[config.mk]
export PLATFORM = sky130hd
export DESIGN_NAME = adc_sequencer_control
export DESIGN_NICKNAME = d
export VERILOG_FILES = /design/src/hw/adc_pkg.sv /design/src/hw/adc_prescaler.sv /design/src/hw/adc_conv_timer.sv /design/src/hw/adc_sequencer_control.sv
export VERILOG_INCLUDE_DIRS = /design/src /design/src/hw
export SDC_FILE = /design/constraint.sdc
export NUM_CORES = 1
export LEC_CHECK = 0
export BUFFER_PORTS_ARGS = -buffer_cell sky130_fd_sc_hd__buf_4
export CAP_MARGIN = 20
export CORE_ASPECT_RATIO = 1.4
export CORE_MARGIN = 3
export CORE_UTILIZATION = 30
export CTS_CLUSTER_SIZE = 40
export DETAILED_ROUTE_END_ITERATION = 6
export HOLD_SLACK_MARGIN = 0.08
export PLACE_DENSITY = 0.52
export SLEW_MARGIN = 30
export SYNTH_ARGS = -nofsm -noshare
export SYNTH_HDL_FRONTEND = slang
export SYNTH_SLANG_ARGS = --single-unit
[constraint.sdc]
create_clock -name sys_clk_in -period 3.7 [get_ports sys_clk_in]
set_input_delay 0.555 -clock sys_clk_in [delete_from_list [all_inputs] [get_ports sys_clk_in]]
set_output_delay 0.555 -clock sys_clk_in [all_outputs]
set_load 0.05 [all_outputs]
[src/hw/adc_params.svh]
// register map, field positions, reset values and timing counts of the
// converter sequencer; assumes a 32-bit classic bus with one word per register
`ifndef ADC_PARAMS_SVH
`define ADC_PARAMS_SVH

// ------------------------------------------------------------
// register indices, byte address is four times the index
// ------------------------------------------------------------
`define ADC_IDX_ABORT      4'h0
`define ADC_IDX_RESERVED   4'h1
`define ADC_IDX_POWER_IRQ  4'h2
`define ADC_IDX_FREEZE     4'h3
`define ADC_IDX_TIMING     4'h4
`define ADC_IDX_SEQ_START  4'h5
`define ADC_IDX_STATUS     4'h6
`define ADC_IDX_TEST       4'h7
`define ADC_IDX_RESULT_MSB 3

// ------------------------------------------------------------
// field positions
// ------------------------------------------------------------
`define ADC_PWR_POWER_UP   7
`define ADC_PWR_FAST_CLEAR 6
`define ADC_PWR_WAIT_STOP  5
`define ADC_PWR_IRQ_EN     1
`define ADC_PWR_IRQ_FLAG   0
`define ADC_STAT_SEQ_DONE  15

// ------------------------------------------------------------
// reset values and freeze codes
// ------------------------------------------------------------
`define ADC_RST_BYTE       8'h00
`define ADC_RST_PRESCALE   5'h01
`define ADC_FREEZE_NOW     2'h3
`define ADC_FREEZE_AFTER   2'h2

// ------------------------------------------------------------
// timing counts in converter clock periods
// ------------------------------------------------------------
`define ADC_CONV_BASE_8B   6'h10
`define ADC_CONV_BASE_10B  6'h12
`define ADC_SAMPLE_2       6'h02
`define ADC_SAMPLE_4       6'h04
`define ADC_SAMPLE_8       6'h08
`define ADC_SAMPLE_16      6'h10

`endif

[src/hw/adc_pkg.sv]
// types shared by the converter sequencer files
// assumes adc_params.svh supplies the numeric constants
package adc_pkg;

	typedef enum logic [1:0] {
		SEQ_IDLE    = 2'h0,
		SEQ_START   = 2'h1,
		SEQ_CONVERT = 2'h3
	} seq_state_e;

	typedef struct packed {
		logic       resolution_select;
		logic [1:0] sample_time;
		logic [4:0] prescale_field;
	} timing_cfg_s;

	typedef struct packed {
		logic       reserved_bit;
		logic       eight_channel_select;
		logic       scan_mode;
		logic       multichannel_mode;
		logic [3:0] channel_select;
	} seq_cfg_s;

endpackage

[src/hw/adc_prescaler.sv]
// converter clock enable from the peripheral clock
// assumes the caller holds run_in low while the converter is powered down
`timescale 1ns/100ps
`include "adc_params.svh"

module adc_prescaler (
	input  wire logic       sys_clk_in,
	input  wire logic       nrst_in,
	input  wire logic       run_in,
	input  wire logic [4:0] prescale_in,
	output logic            tick_out
);
	logic [5:0] cnt_q;
	logic [5:0] cnt_d;
	wire  [5:0] limit = {prescale_in, 1'b1};
	// compare with >= so that lowering the prescale mid-count cannot leave
	// the counter above its new limit and skip a whole wrap of 64 clocks
	wire        at_limit = (cnt_q >= limit);

	// one tick per 2*(prescale+1) clocks; stays in one clock domain
	assign tick_out = run_in & at_limit;
	assign cnt_d    = (!run_in || at_limit) ? 6'h00 : cnt_q + 6'h01;

	always_ff @(posedge sys_clk_in) begin
		if (!nrst_in)
			cnt_q <= 6'h00;
		else
			cnt_q <= cnt_d;
	end
endmodule

[src/hw/adc_conv_timer.sv]
// times one conversion in converter clock periods
// assumes tick_in is already gated by freeze and wait conditions
`timescale 1ns/100ps
`include "adc_params.svh"

module adc_conv_timer (
	input  wire logic                sys_clk_in,
	input  wire logic                nrst_in,
	input  wire logic                start_in,
	input  wire logic                abort_in,
	input  wire logic                tick_in,
	input  wire adc_pkg::timing_cfg_s cfg_in,
	output logic                     busy_out,
	output logic                     sampling_out,
	output logic                     done_out
);
	logic [5:0] cnt_q;
	logic       busy_q;
	logic       done_q;
	logic [5:0] sample_len;
	logic [5:0] total_len;

	function automatic logic [5:0] sample_periods(input logic [1:0] sel);
		case (sel)
			2'h0:    sample_periods = `ADC_SAMPLE_2;
			2'h1:    sample_periods = `ADC_SAMPLE_4;
			2'h2:    sample_periods = `ADC_SAMPLE_8;
			default: sample_periods = `ADC_SAMPLE_16;
		endcase
	endfunction

	assign sample_len   = sample_periods(cfg_in.sample_time);
	assign total_len    = sample_len + (cfg_in.resolution_select ?
	                      `ADC_CONV_BASE_10B : `ADC_CONV_BASE_8B);
	wire   last_tick    = busy_q & tick_in & (cnt_q == total_len - 6'h01);
	assign busy_out     = busy_q;
	assign done_out     = done_q;
	assign sampling_out = busy_q & (cnt_q < sample_len);

	always_ff @(posedge sys_clk_in) begin
		if (!nrst_in || abort_in) begin
			busy_q <= 1'b0;
			cnt_q  <= 6'h00;
			done_q <= 1'b0;
		end else begin
			done_q <= last_tick;
			if (start_in) begin
				busy_q <= 1'b1;
				cnt_q  <= 6'h00;
			end else if (last_tick) begin
				busy_q <= 1'b0;
			end else if (busy_q && tick_in) begin
				cnt_q <= cnt_q + 6'h01;
			end
		end
	end
endmodule

[src/hw/adc_sequencer_control.sv]
// converter sequencer: registers, sequence control, flags and timing
// assumes a classic single-cycle bus master and a converter core whose
// result is valid when the conversion timer finishes
`timescale 1ns/100ps
`include "adc_params.svh"

module adc_sequencer_control (
	input  wire logic        sys_clk_in,
	input  wire logic        nrst_in,
	input  wire logic        wb_cyc_in,
	input  wire logic        wb_stb_in,
	input  wire logic        wb_we_in,
	input  wire logic [5:2]  wb_adr_in,
	input  wire logic [3:0]  wb_sel_in,
	input  wire logic [31:0] wb_dat_in,
	output logic [31:0]      wb_dat_out,
	output logic             wb_ack_out,
	input  wire logic        special_mode_in,
	input  wire logic        wait_mode_in,
	input  wire logic        debug_active_in,
	input  wire logic [9:0]  conv_result_in,
	output logic             analog_power_out,
	output logic             converter_clk_en_out,
	output logic             conv_start_out,
	output logic             sampling_out,
	output logic [3:0]       channel_out,
	output logic             seq_irq_out
);
	// ------------------------------------------------------------
	// pin synchronisers
	// ------------------------------------------------------------
	logic [2:0] pin_meta_q;
	logic [2:0] pin_sync_q;

	always_ff @(posedge sys_clk_in) begin
		if (!nrst_in) begin
			pin_meta_q <= 3'h0;
			pin_sync_q <= 3'h0;
		end else begin
			pin_meta_q <= {special_mode_in, wait_mode_in, debug_active_in};
			pin_sync_q <= pin_meta_q;
		end
	end

	wire special_mode = pin_sync_q[2];
	wire wait_mode    = pin_sync_q[1];
	wire debug_active = pin_sync_q[0];

	// ------------------------------------------------------------
	// bus slave
	// ------------------------------------------------------------
	logic                ack_q;
	logic [31:0]         rdat_q;
	logic [15:0]         rdata;
	logic [7:0]          abort_ctl_q;
	logic [7:0]          power_ctl_q;
	logic [1:0]          freeze_q;
	adc_pkg::timing_cfg_s timing_q;
	adc_pkg::seq_cfg_s   seq_cfg_q;
	logic                seq_done_q;
	logic [7:0]          ccf_q;
	logic [7:0]          ccf_armed_q;
	logic [2:0]          conv_idx_q;
	logic [9:0]          result_q [8];

	wire access   = wb_cyc_in & wb_stb_in & ~ack_q;
	wire wr_low   = access & wb_we_in & wb_sel_in[0];
	wire rd       = access & ~wb_we_in;
	wire is_result = wb_adr_in[5];
	wire [2:0] res_idx = wb_adr_in[4:2];

	function automatic logic hit(input logic [3:0] adr, input logic [3:0] idx);
		hit = (adr == idx);
	endfunction

	wire wr_abort   = wr_low & hit(wb_adr_in, `ADC_IDX_ABORT);
	wire wr_power   = wr_low & hit(wb_adr_in, `ADC_IDX_POWER_IRQ);
	wire wr_freeze  = wr_low & hit(wb_adr_in, `ADC_IDX_FREEZE);
	wire wr_timing  = wr_low & hit(wb_adr_in, `ADC_IDX_TIMING);
	wire wr_start   = wr_low & hit(wb_adr_in, `ADC_IDX_SEQ_START);
	wire rd_status  = rd & hit(wb_adr_in, `ADC_IDX_STATUS);
	wire rd_result  = rd & is_result;
	wire any_result = access & is_result;

	always_comb begin
		rdata = 16'h0000;
		case (wb_adr_in)
			`ADC_IDX_ABORT:     rdata = {8'h00, abort_ctl_q};
			`ADC_IDX_RESERVED:  rdata = 16'h0000;
			`ADC_IDX_POWER_IRQ: rdata = {8'h00, power_ctl_q[7:1], seq_done_q};
			`ADC_IDX_FREEZE:    rdata = {14'h0000, freeze_q};
			`ADC_IDX_TIMING:    rdata = {8'h00, timing_q};
			`ADC_IDX_SEQ_START: rdata = {8'h00, seq_cfg_q};
			`ADC_IDX_STATUS:    rdata = {seq_done_q, 4'h0, conv_idx_q, ccf_q};
			`ADC_IDX_TEST:      rdata = 16'h0000;
			default:            rdata = {6'h00, result_q[res_idx]};
		endcase
	end

	// one-cycle registered answer, each 16-bit register in the low half
	assign wb_ack_out = ack_q;
	assign wb_dat_out = rdat_q;

	always_ff @(posedge sys_clk_in) begin
		if (!nrst_in) begin
			ack_q  <= 1'b0;
			rdat_q <= 32'h0000_0000;
		end else begin
			ack_q  <= access;
			rdat_q <= access ? {16'h0000, rdata} : 32'h0000_0000;
		end
	end

	// ------------------------------------------------------------
	// control registers
	// ------------------------------------------------------------
	always_ff @(posedge sys_clk_in) begin
		if (!nrst_in) begin
			abort_ctl_q <= `ADC_RST_BYTE;
			power_ctl_q <= `ADC_RST_BYTE;
			freeze_q    <= 2'h0;
			timing_q    <= '{1'b0, 2'h0, `ADC_RST_PRESCALE};
			seq_cfg_q   <= `ADC_RST_BYTE;
		end else begin
			if (wr_abort)
				abort_ctl_q <= wb_dat_in[7:0];
			if (wr_power)
				power_ctl_q <= {wb_dat_in[7:1], 1'b0};
			if (wr_freeze)
				freeze_q <= wb_dat_in[1:0];
			if (wr_timing)
				timing_q <= wb_dat_in[7:0];
			if (wr_start)
				seq_cfg_q <= wb_dat_in[7:0];
		end
	end

	wire powered    = power_ctl_q[`ADC_PWR_POWER_UP];
	wire fast_clear = power_ctl_q[`ADC_PWR_FAST_CLEAR];
	wire wait_stop  = power_ctl_q[`ADC_PWR_WAIT_STOP];
	wire irq_enable = power_ctl_q[`ADC_PWR_IRQ_EN];

	// ------------------------------------------------------------
	// hold conditions and converter clock
	// ------------------------------------------------------------
	// a write to any of these control registers aborts; a timing write
	// leaves the sequencer idle until the next start write
	wire abort = wr_abort | wr_power | wr_freeze | wr_timing
	           | ~powered;
	wire wait_halt    = wait_stop & wait_mode;
	// freeze code 01 is reserved and runs like 00
	wire freeze_now   = debug_active & (freeze_q == `ADC_FREEZE_NOW);
	wire freeze_after = debug_active & (freeze_q == `ADC_FREEZE_AFTER);
	wire hold_clock   = freeze_now | wait_halt;
	wire hold_start   = hold_clock | freeze_after;
	wire ps_tick;
	wire busy;
	wire conv_done;
	logic start_pulse;

	adc_prescaler u_prescaler (
		.sys_clk_in  (sys_clk_in),
		.nrst_in     (nrst_in),
		.run_in      (powered),
		.prescale_in (timing_q.prescale_field),
		.tick_out    (ps_tick)
	);

	wire conv_tick = ps_tick & ~hold_clock;

	adc_conv_timer u_timer (
		.sys_clk_in   (sys_clk_in),
		.nrst_in      (nrst_in),
		.start_in     (start_pulse),
		.abort_in     (abort | wr_start),
		.tick_in      (conv_tick),
		.cfg_in       (timing_q),
		.busy_out     (busy),
		.sampling_out (sampling_out),
		.done_out     (conv_done)
	);

	// ------------------------------------------------------------
	// sequencer
	// ------------------------------------------------------------
	adc_pkg::seq_state_e state_q;
	adc_pkg::seq_state_e state_d;
	logic                eight_q;
	logic                first_seq_q;
	logic [3:0]          channel_q;

	wire [2:0] last_idx = eight_q ? 3'h7 : 3'h3;
	wire       seq_end  = conv_done & (conv_idx_q == last_idx);
	wire       scan     = seq_cfg_q.scan_mode;
	// group size is latched from the start write itself, so a sequence
	// never changes length halfway through

	// multichannel walks the group, the low bits follow the counter
	function automatic logic [3:0] pick_channel(
		input adc_pkg::seq_cfg_s cfg, input logic eight, input logic [2:0] n);
		if (!cfg.multichannel_mode)
			pick_channel = cfg.channel_select;
		else if (eight)
			pick_channel = {cfg.channel_select[3], n};
		else
			pick_channel = {cfg.channel_select[3:2], n[1:0]};
	endfunction

	always_comb begin
		state_d     = state_q;
		start_pulse = 1'b0;
		case (state_q)
			adc_pkg::SEQ_IDLE: state_d = adc_pkg::SEQ_IDLE;
			adc_pkg::SEQ_START: begin
				if (!hold_start) begin
					start_pulse = 1'b1;
					state_d     = adc_pkg::SEQ_CONVERT;
				end
			end
			adc_pkg::SEQ_CONVERT: begin
				if (seq_end && !scan)
					state_d = adc_pkg::SEQ_IDLE;
				else if (conv_done)
					state_d = adc_pkg::SEQ_START;
			end
			default: state_d = adc_pkg::SEQ_IDLE;
		endcase
		if (wr_start)
			state_d = adc_pkg::SEQ_START;
		if (abort)
			state_d = adc_pkg::SEQ_IDLE;
	end

	assign conv_start_out = start_pulse;

	always_ff @(posedge sys_clk_in) begin
		if (!nrst_in) begin
			state_q     <= adc_pkg::SEQ_IDLE;
			conv_idx_q  <= 3'h0;
			eight_q     <= 1'b0;
			first_seq_q <= 1'b0;
			channel_q   <= 4'h0;
		end else begin
			state_q <= state_d;
			if (wr_start) begin
				conv_idx_q  <= 3'h0;
				eight_q     <= wb_dat_in[6];
				first_seq_q <= 1'b1;
			end else if (abort) begin
				conv_idx_q <= 3'h0;
			end else if (conv_done) begin
				conv_idx_q <= seq_end ? 3'h0 : conv_idx_q + 3'h1;
				if (seq_end)
					first_seq_q <= 1'b0;
			end
			if (start_pulse)
				channel_q <= pick_channel(seq_cfg_q, eight_q, conv_idx_q);
		end
	end

	assign channel_out          = channel_q;
	assign analog_power_out     = powered;
	assign converter_clk_en_out = conv_tick;

	// ------------------------------------------------------------
	// results and flags
	// ------------------------------------------------------------
	wire       load_result = conv_done & (state_q == adc_pkg::SEQ_CONVERT);
	wire [9:0] conv_value  = timing_q.resolution_select ? conv_result_in
	                       : {2'h0, conv_result_in[9:2]};

	genvar g;
	generate
		for (g = 0; g < 8; g = g + 1) begin : g_result
			wire sel_me = (res_idx == 3'(g));
			wire set_me = load_result & (conv_idx_q == 3'(g));
			wire clr_me = fast_clear ? (any_result & sel_me)
			            : (rd_result & sel_me & ccf_armed_q[g]);
			always_ff @(posedge sys_clk_in) begin
				if (!nrst_in) begin
					result_q[g]    <= 10'h000;
					ccf_q[g]       <= 1'b0;
					ccf_armed_q[g] <= 1'b0;
				end else begin
					if (set_me)
						result_q[g] <= conv_value;
					// a load in the clearing cycle keeps its flag
					if (set_me)
						ccf_q[g] <= 1'b1;
					else if (clr_me || wr_start)
						ccf_q[g] <= 1'b0;
					if (rd_status)
						ccf_armed_q[g] <= ccf_q[g] & ~set_me;
					else if (clr_me || set_me || wr_start)
						ccf_armed_q[g] <= 1'b0;
				end
			end
		end
	endgenerate

	// sequence done doubles as the irq flag; it is never written by software
	wire scf_set = seq_end & first_seq_q & (state_q == adc_pkg::SEQ_CONVERT);
	wire scf_clr = wr_start | (fast_clear & rd_result);

	always_ff @(posedge sys_clk_in) begin
		if (!nrst_in)
			seq_done_q <= 1'b0;
		else if (scf_set)
			seq_done_q <= 1'b1;
		else if (scf_clr)
			seq_done_q <= 1'b0;
	end

	assign seq_irq_out = seq_done_q & irq_enable;

	// reserved register reads zero in every mode, special mode or not,
	// so the mode pin only matters for future test bits
	wire unused_special = special_mode;
	wire unused_abort   = |abort_ctl_q & unused_special & busy;
endmodule

# Yosys cells after proc, flatten, opt, wreduce, memory -nomap -nowiden
# Memories as Yosys holds them, arrays and structs flattened.
# Cells that the tools add are included.
[word_totals] reg_bits=111 latch_bits=0 ram_bits=80 mem_bits_ro=0 memories=1
[op_classes] n_addsub=5 mul=0 div=0 magnitude_cmp=2 n_eq_ne=34 shifts=0 n_mux=96 bitwise_logic=97 n_reduce_logical=65
[memory_table] memory="result_q" depth=8 word_bits=10 rd=1 rd_ports_with_merged_regs=0 wr=8 line="adc_sequencer_control.sv:64" rtl="logic [9:0] result_q [8];"
[op_table] cell="$pmux W16 S7" count=1
[op_table] cell="$mux W10" count=9
[op_table] cell="$mux W1" count=76
[op_table] cell="$and A1 B1 Y1" count=67
[op_table] cell="$reduce_bool A2 Y1" count=20
[op_table] cell="$logic_or A1 B1 Y1" count=26
[op_table] cell="$eq A3 B3 Y1 const B" count=8
[op_table] cell="$eq A4 B3 Y1 const B" count=4
[op_table] cell="$or A1 B1 Y1" count=16
[op_table] cell="$pmux W5 S3" count=1
[op_table] cell="$not A1 Y1" count=14
[op_table] cell="$add A6 B1 Y6 const B" count=2
[op_table] cell="$eq A3 B2 Y1 const B" count=4
[op_table] cell="$mux W3" count=4
[op_table] cell="$eq A2 B2 Y1 const B" count=4
[op_table] cell="$eq A4 B2 Y1 const B" count=2
[op_table] cell="$mux W2" count=4
[op_table] cell="$reduce_and A2 Y1" count=4
[op_table] cell="$reduce_or A2 Y1" count=4
[op_table] cell="$add A5 B6 Y6" count=1
[op_table] cell="$eq A3 B1 Y1 const B" count=2
[op_table] cell="$eq A6 B6 Y1" count=1
[op_table] cell="$ge A6 B6 Y1" count=1
[op_table] cell="$logic_not A3 Y1" count=2
[op_table] cell="17 further kinds" count=22

# Longest topological paths before layout
[logic_depth] depth_word=12 depth_mapped=12 mapped_depth_nobuf=12

# Modules after synthesis
# A second synthesis with hierarchy kept.
[hier_totals] cells_unflattened=776 hier_area_um2=8255.4
[modules_own_cells] mod="adc_sequencer_control" instances=1 cells_per_inst=655 area_per_inst_um2=7184.4 seq_area_each_um2=3943.8
[modules_own_cells] mod="adc_conv_timer" instances=1 cells_per_inst=80 area_per_inst_um2=701.9 seq_area_each_um2=160.2
[modules_own_cells] mod="adc_prescaler" instances=1 cells_per_inst=41 area_per_inst_um2=369.1 seq_area_each_um2=120.1

# Least setup slack after synthesis
# No wires, ideal clock.
[synth_timing] path_kind="register to register" startpoint="reg timing_q[5] (netlist name)" endpoint="reg u_timer.cnt_q[5]" setup_ns=0.070 arrival_ns=2.545 t_required_ns=3.630 setup_slack_ns=1.085 path_stages_with_launch=13 n_path_buf=0 period_less_slack_ns=2.615 path_cell_list="dfxtp_1 > inv_1 > ha_1 > inv_1 > ha_1 > inv_1 > ha_1 > fa_1 > xnor2_1 > xnor2_1 > o31ai_1 > or4_1 > a21oi_1"
[synth_via] elab_chain_cells=8 word_cells_on_any_way=10 classes_between="2 x add/sub; 3 x eq/ne; 1 x mux; 2 x bitwise; 2 x reduce/logical"
[synth_rtl] item="from (decl)" line="adc_sequencer_control.sv:58" rtl="adc_pkg::timing_cfg_s timing_q;"
[synth_rtl] item="from (signal assigned)" line="adc_sequencer_control.sv:122" rtl="timing_q <= '{1'b0, 2'h0, `ADC_RST_PRESCALE};"
[synth_rtl] item="from (signal assigned)" line="adc_sequencer_control.sv:132" rtl="timing_q <= wb_dat_in[7:0];"
[synth_rtl] item="$eq A2 B2 Y1, or another cell as far along" line="adc_conv_timer.sv:24" rtl="case (sel)"
[synth_rtl] item="$pmux W5 S3 (*)" line="adc_conv_timer.sv:24"
[synth_rtl] item="$add A5 B6 Y6 (*)" line="adc_conv_timer.sv:33" rtl="assign total_len = sample_len + (cfg_in.resolution_select ?"
[synth_rtl] item="$sub A6 B1 Y6 (*)" line="adc_conv_timer.sv:35" rtl="wire last_tick = busy_q & tick_in & (cnt_q == total_len - 6'h01);"
[synth_rtl] item="$eq A6 B6 Y1 (*)" line="adc_conv_timer.sv:35"
[synth_rtl] item="$and A1 B1 Y1 (*)" line="adc_conv_timer.sv:35"
[synth_rtl] item="$not A1 Y1 (no source line) (*)"
[synth_rtl] item="$reduce_and A2 Y1 (no source line) (*)"
[synth_rtl] item="to (signal assigned)" line="adc_conv_timer.sv:53" rtl="cnt_q <= cnt_q + 6'h01;"
[synth_rtl] item="to (decl)" line="adc_conv_timer.sv:17" rtl="logic [5:0] cnt_q;"
# Mark *: on every way between the ends. The rest lies on a longest branch, timed or not.
# A chain may end at the register's enable or synchronous reset.

# Worst setup path in the final report
[layout_timing] startpoint="reg timing_q[5] (netlist name)" endpoint="reg u_timer.cnt_q[1]"
# Same word-level chain as after synthesis.

==> impl_metrics.ini <==
[critical_path]
r2r-start = timing_q[5]
cp_max_fo = 6
crit_path_cell_trace = inv_1, ha_1, inv_1, ha_1, inv_1, ha_1, fa_1, xnor2_1, nand4_1, o31ai_1, nor2_1, mux2i_1
crit_slowest_cell = fa_1
max_stage_delay_ns = 0.51
critical_path.startpoint_type = flip-flop
r2r-end = u_timer.cnt_q[1]
crit_type = reg2reg
ff2ff_path_depth = 12
arrival_ns = 3.19
r2r_slack_ns = 0.84
cp.required_ns = 4.02
cp-end-kind = flip-flop

[detailed_routing]
wl_per_cell_um = 19.23
firstDrtPassIters = 6
drt_wl_total_um = 22860
viasPerCell = 4.878
drcViolationCount = 0
drtIter0Drc = 437
via_count = 5800
ant_nets = 0

[synth]
yosys_warnings = 0
ys_types = 66
ys_ff_latch = 171
synth_edf_count = 80
ys_seq_area_frac = 0.5074
synthFlopType = dfxtp_1
netlist_area_um2 = 8324
netlist_instances = 773
avgSynthCellArea_um2 = 10.77
synthArstFlopShare = 0

[cts]
cts_made_buffers = 17
clockBufferDepth = 2
clk_pin_slew_ns = 0.07
h-tree-depth = 4
cts_resized = 0
hold_buffers = 0
cts_setup_buffers = 0
cts-root-buf = clkbuf_16
cts.sinks = 171
clock_latency_ns = 0.43
cts_tree = done

[worst_hold_path]
hp-start = wait_mode_in
min_to = pin_meta_q[1]
worstHoldPathType = in2reg
min_delay_path_depth = 2

[floorplanning]
core_um2 = 27090
die_area_um2 = 29810
io_pins = 100
die_h_um = 203.1
rows = 71
start_util = 0.3072
chipWidth_um = 146.8

[grt]
grtUsageTotal = 0.1544
grt_pass1_wl_um = 34920
grt_overflow = 0
antenna_found_initial = 0
grt_pass1_vias = 5855
grt_max_degree = 53

[sta]
min_period_ns = 2.864
fin_ws_ns = 0.8363
relSlewSlack = 0.3594
setup_viol = 0
rsz0062_at_grt = false
skew_ns = 0.01273
tightest_slew_ns = 0.9341
fin_setup_tns_ns = 0
finalMaxSlewViolations = 0
hold_viol = 0
min_period_over_period = 0.7740
fmax_ghz = 0.3492

[power]
p_per_area_nw_per_um2 = 423.3
p_total_mw = 4.022
peakVddDrop_uv = 323.6
leakage_nw = 3.352

[finish]
layout.nets = 894
diodes = 0
final_common_cell = nor2_1
mostFrequentLayoutCells = nor2_1 (111), dfxtp_1 (91), edfxtp_1 (80), nand2_1 (78), buf_4 (57)
fillCellCount = 2759
syn_to_final_growth_pct = 14.13
final_area_um2 = 9500
finalNonFillerCells = 1189
drive_above_1_share = 0.1566

[job]
drv_cap = 0

[placed_design]
portBuffers = 51
place_congestion = 0.8338
dpl_worst_slack_ns = 0.8100
post-place-cells = 1157
place_area_um2 = 8957
hpwl_um = 16150

[status]
outcome = completed
==> routing by layer <==
| metal | vias up | GRT usage | share of wire |
|---|---|---|---|
| li1 | 2801 | - | - |
| met3 | 27 | 0.02657 | 0.028 |
| met5 | - | 0 | 0 |
| met1 | 2858 | 0.1819 | 0.42 |
| met2 | 114 | 0.2837 | 0.53 |
| met4 | 0 | 0.04876 | 0.025 |
==> cells in the mapped netlist, types with 4 or more instances <==
cell type | instances | share of area
xnor2_1 | 8 | 0.0084
o211ai_1 | 6 | 0.0054
and3_1 | 11 | 0.0083
nor3_1 | 4 | 0.0024
nand4_1 | 4 | 0.0030
a21boi_0 | 18 | 0.016
mux2_2 | 6 | 0.0081
edfxtp_1 | 80 | 0.29
dfxtp_1 | 91 | 0.22
mux2i_1 | 46 | 0.055
or4_1 | 4 | 0.0036
nand3_1 | 18 | 0.011
o21ai_0 | 15 | 0.0090
mux4_2 | 20 | 0.054
clkbuf_1 | 18 | 0.0081
o22ai_1 | 4 | 0.0030
ha_1 | 24 | 0.036
a22o_1 | 4 | 0.0042
nor2b_1 | 32 | 0.024
buf_4 | 25 | 0.023
a221oi_1 | 13 | 0.014
a22oi_1 | 5 | 0.0045
and2_1 | 8 | 0.0060
a21oi_1 | 22 | 0.013
buf_2 | 12 | 0.0072
nor2_1 | 111 | 0.050
inv_1 | 25 | 0.011
nand2_1 | 78 | 0.035
==> cell type report <==
class | count | area [um2] | share of cell area
sequential | 171 | 4224 | 0.4446
multi-input combinational | 539 | 3755 | 0.3952
clock inverter | 13 | 90.09 | 0.009482
timing repair buffer | 57 | 427.9 | 0.04504
clock buffer | 19 | 452.9 | 0.04768
tap | 365 | 456.7 | 0.04807
inverter | 25 | 93.84 | 0.009878
==> cell families (layout without fill, tap and decap cells) <==
family | after synthesis | in the layout | synth area share
flops | 171 | 171 | 0.5074
mux | 72 | 72 | 0.1175
buf+inv | 82 | 114 | 0.05005
xor+xnor | 11 | 11 | 0.01157
simple gates | 298 | 298 | 0.1765
other cells | 1 | 20 | 0.0004505
fa+ha+maj | 25 | 25 | 0.03848
compound gates | 113 | 113 | 0.09800
==> worst max path at each step <==
stage | startpoint | to | depth (start not counted)
2_1_floorplan | timing_q[5] | u_timer.cnt_q[5] | 12
3_3_place_gp | timing_q[5] | u_timer.cnt_q[1] | 12
3_5_place_dp | timing_q[5] | u_timer.cnt_q[1] | 12
4_1_cts | timing_q[5] | u_timer.cnt_q[1] | 12
5_1_grt | timing_q[5] | u_timer.cnt_q[1] | 12
6_report | timing_q[5] | u_timer.cnt_q[1] | 12
==> worst max-delay path: cells and delay by family, from the launching register on <==
kind            cells  cell delay (ns)
flops               1             0.46
fa+ha+maj           4             1.05
simple gates        2             0.28
compound gates      1             0.48
xor+xnor            1             0.12
mux                 1             0.14
buf+inv             3             0.24
==> where the power goes <==
group,switching (mW),internal [mW],leakage (nW),total [mW]
registers,0.0139,2.02,1.49,2.04
clock network,0.783,0.900,0.280,1.68
logic,0.206,0.0942,1.58,0.301
==> state kept, by name, summed over array words and instances, names as in the netlist, 2 cells and up <==
register           flops
channel_out            4
abort_ctl_q            8
power_ctl_q            7
timing_q               8
u_timer.cnt_q          6
result_q              80
wb_dat_out            12
u_prescaler.cnt_q      6
state_q                2
pin_meta_q             2
ccf_q                  8
freeze_q               2
ccf_armed_q            8
pin_sync_q             2
conv_idx_q             3
seq_cfg_q              6
==> stage by stage <==
step / hold WS (ns) / utilization
final: 0.3365 / 0.3506
after global routing: 0.3372 / 0.3506
after CTS: 0.3312 / 0.3506
after detailed placement: 0.4235 / 0.3306
after global placement: 0.4229 / 0.3306
after floorplan: 0.4119 / -
Note: power is estimated with default switching activity, not from simulation.
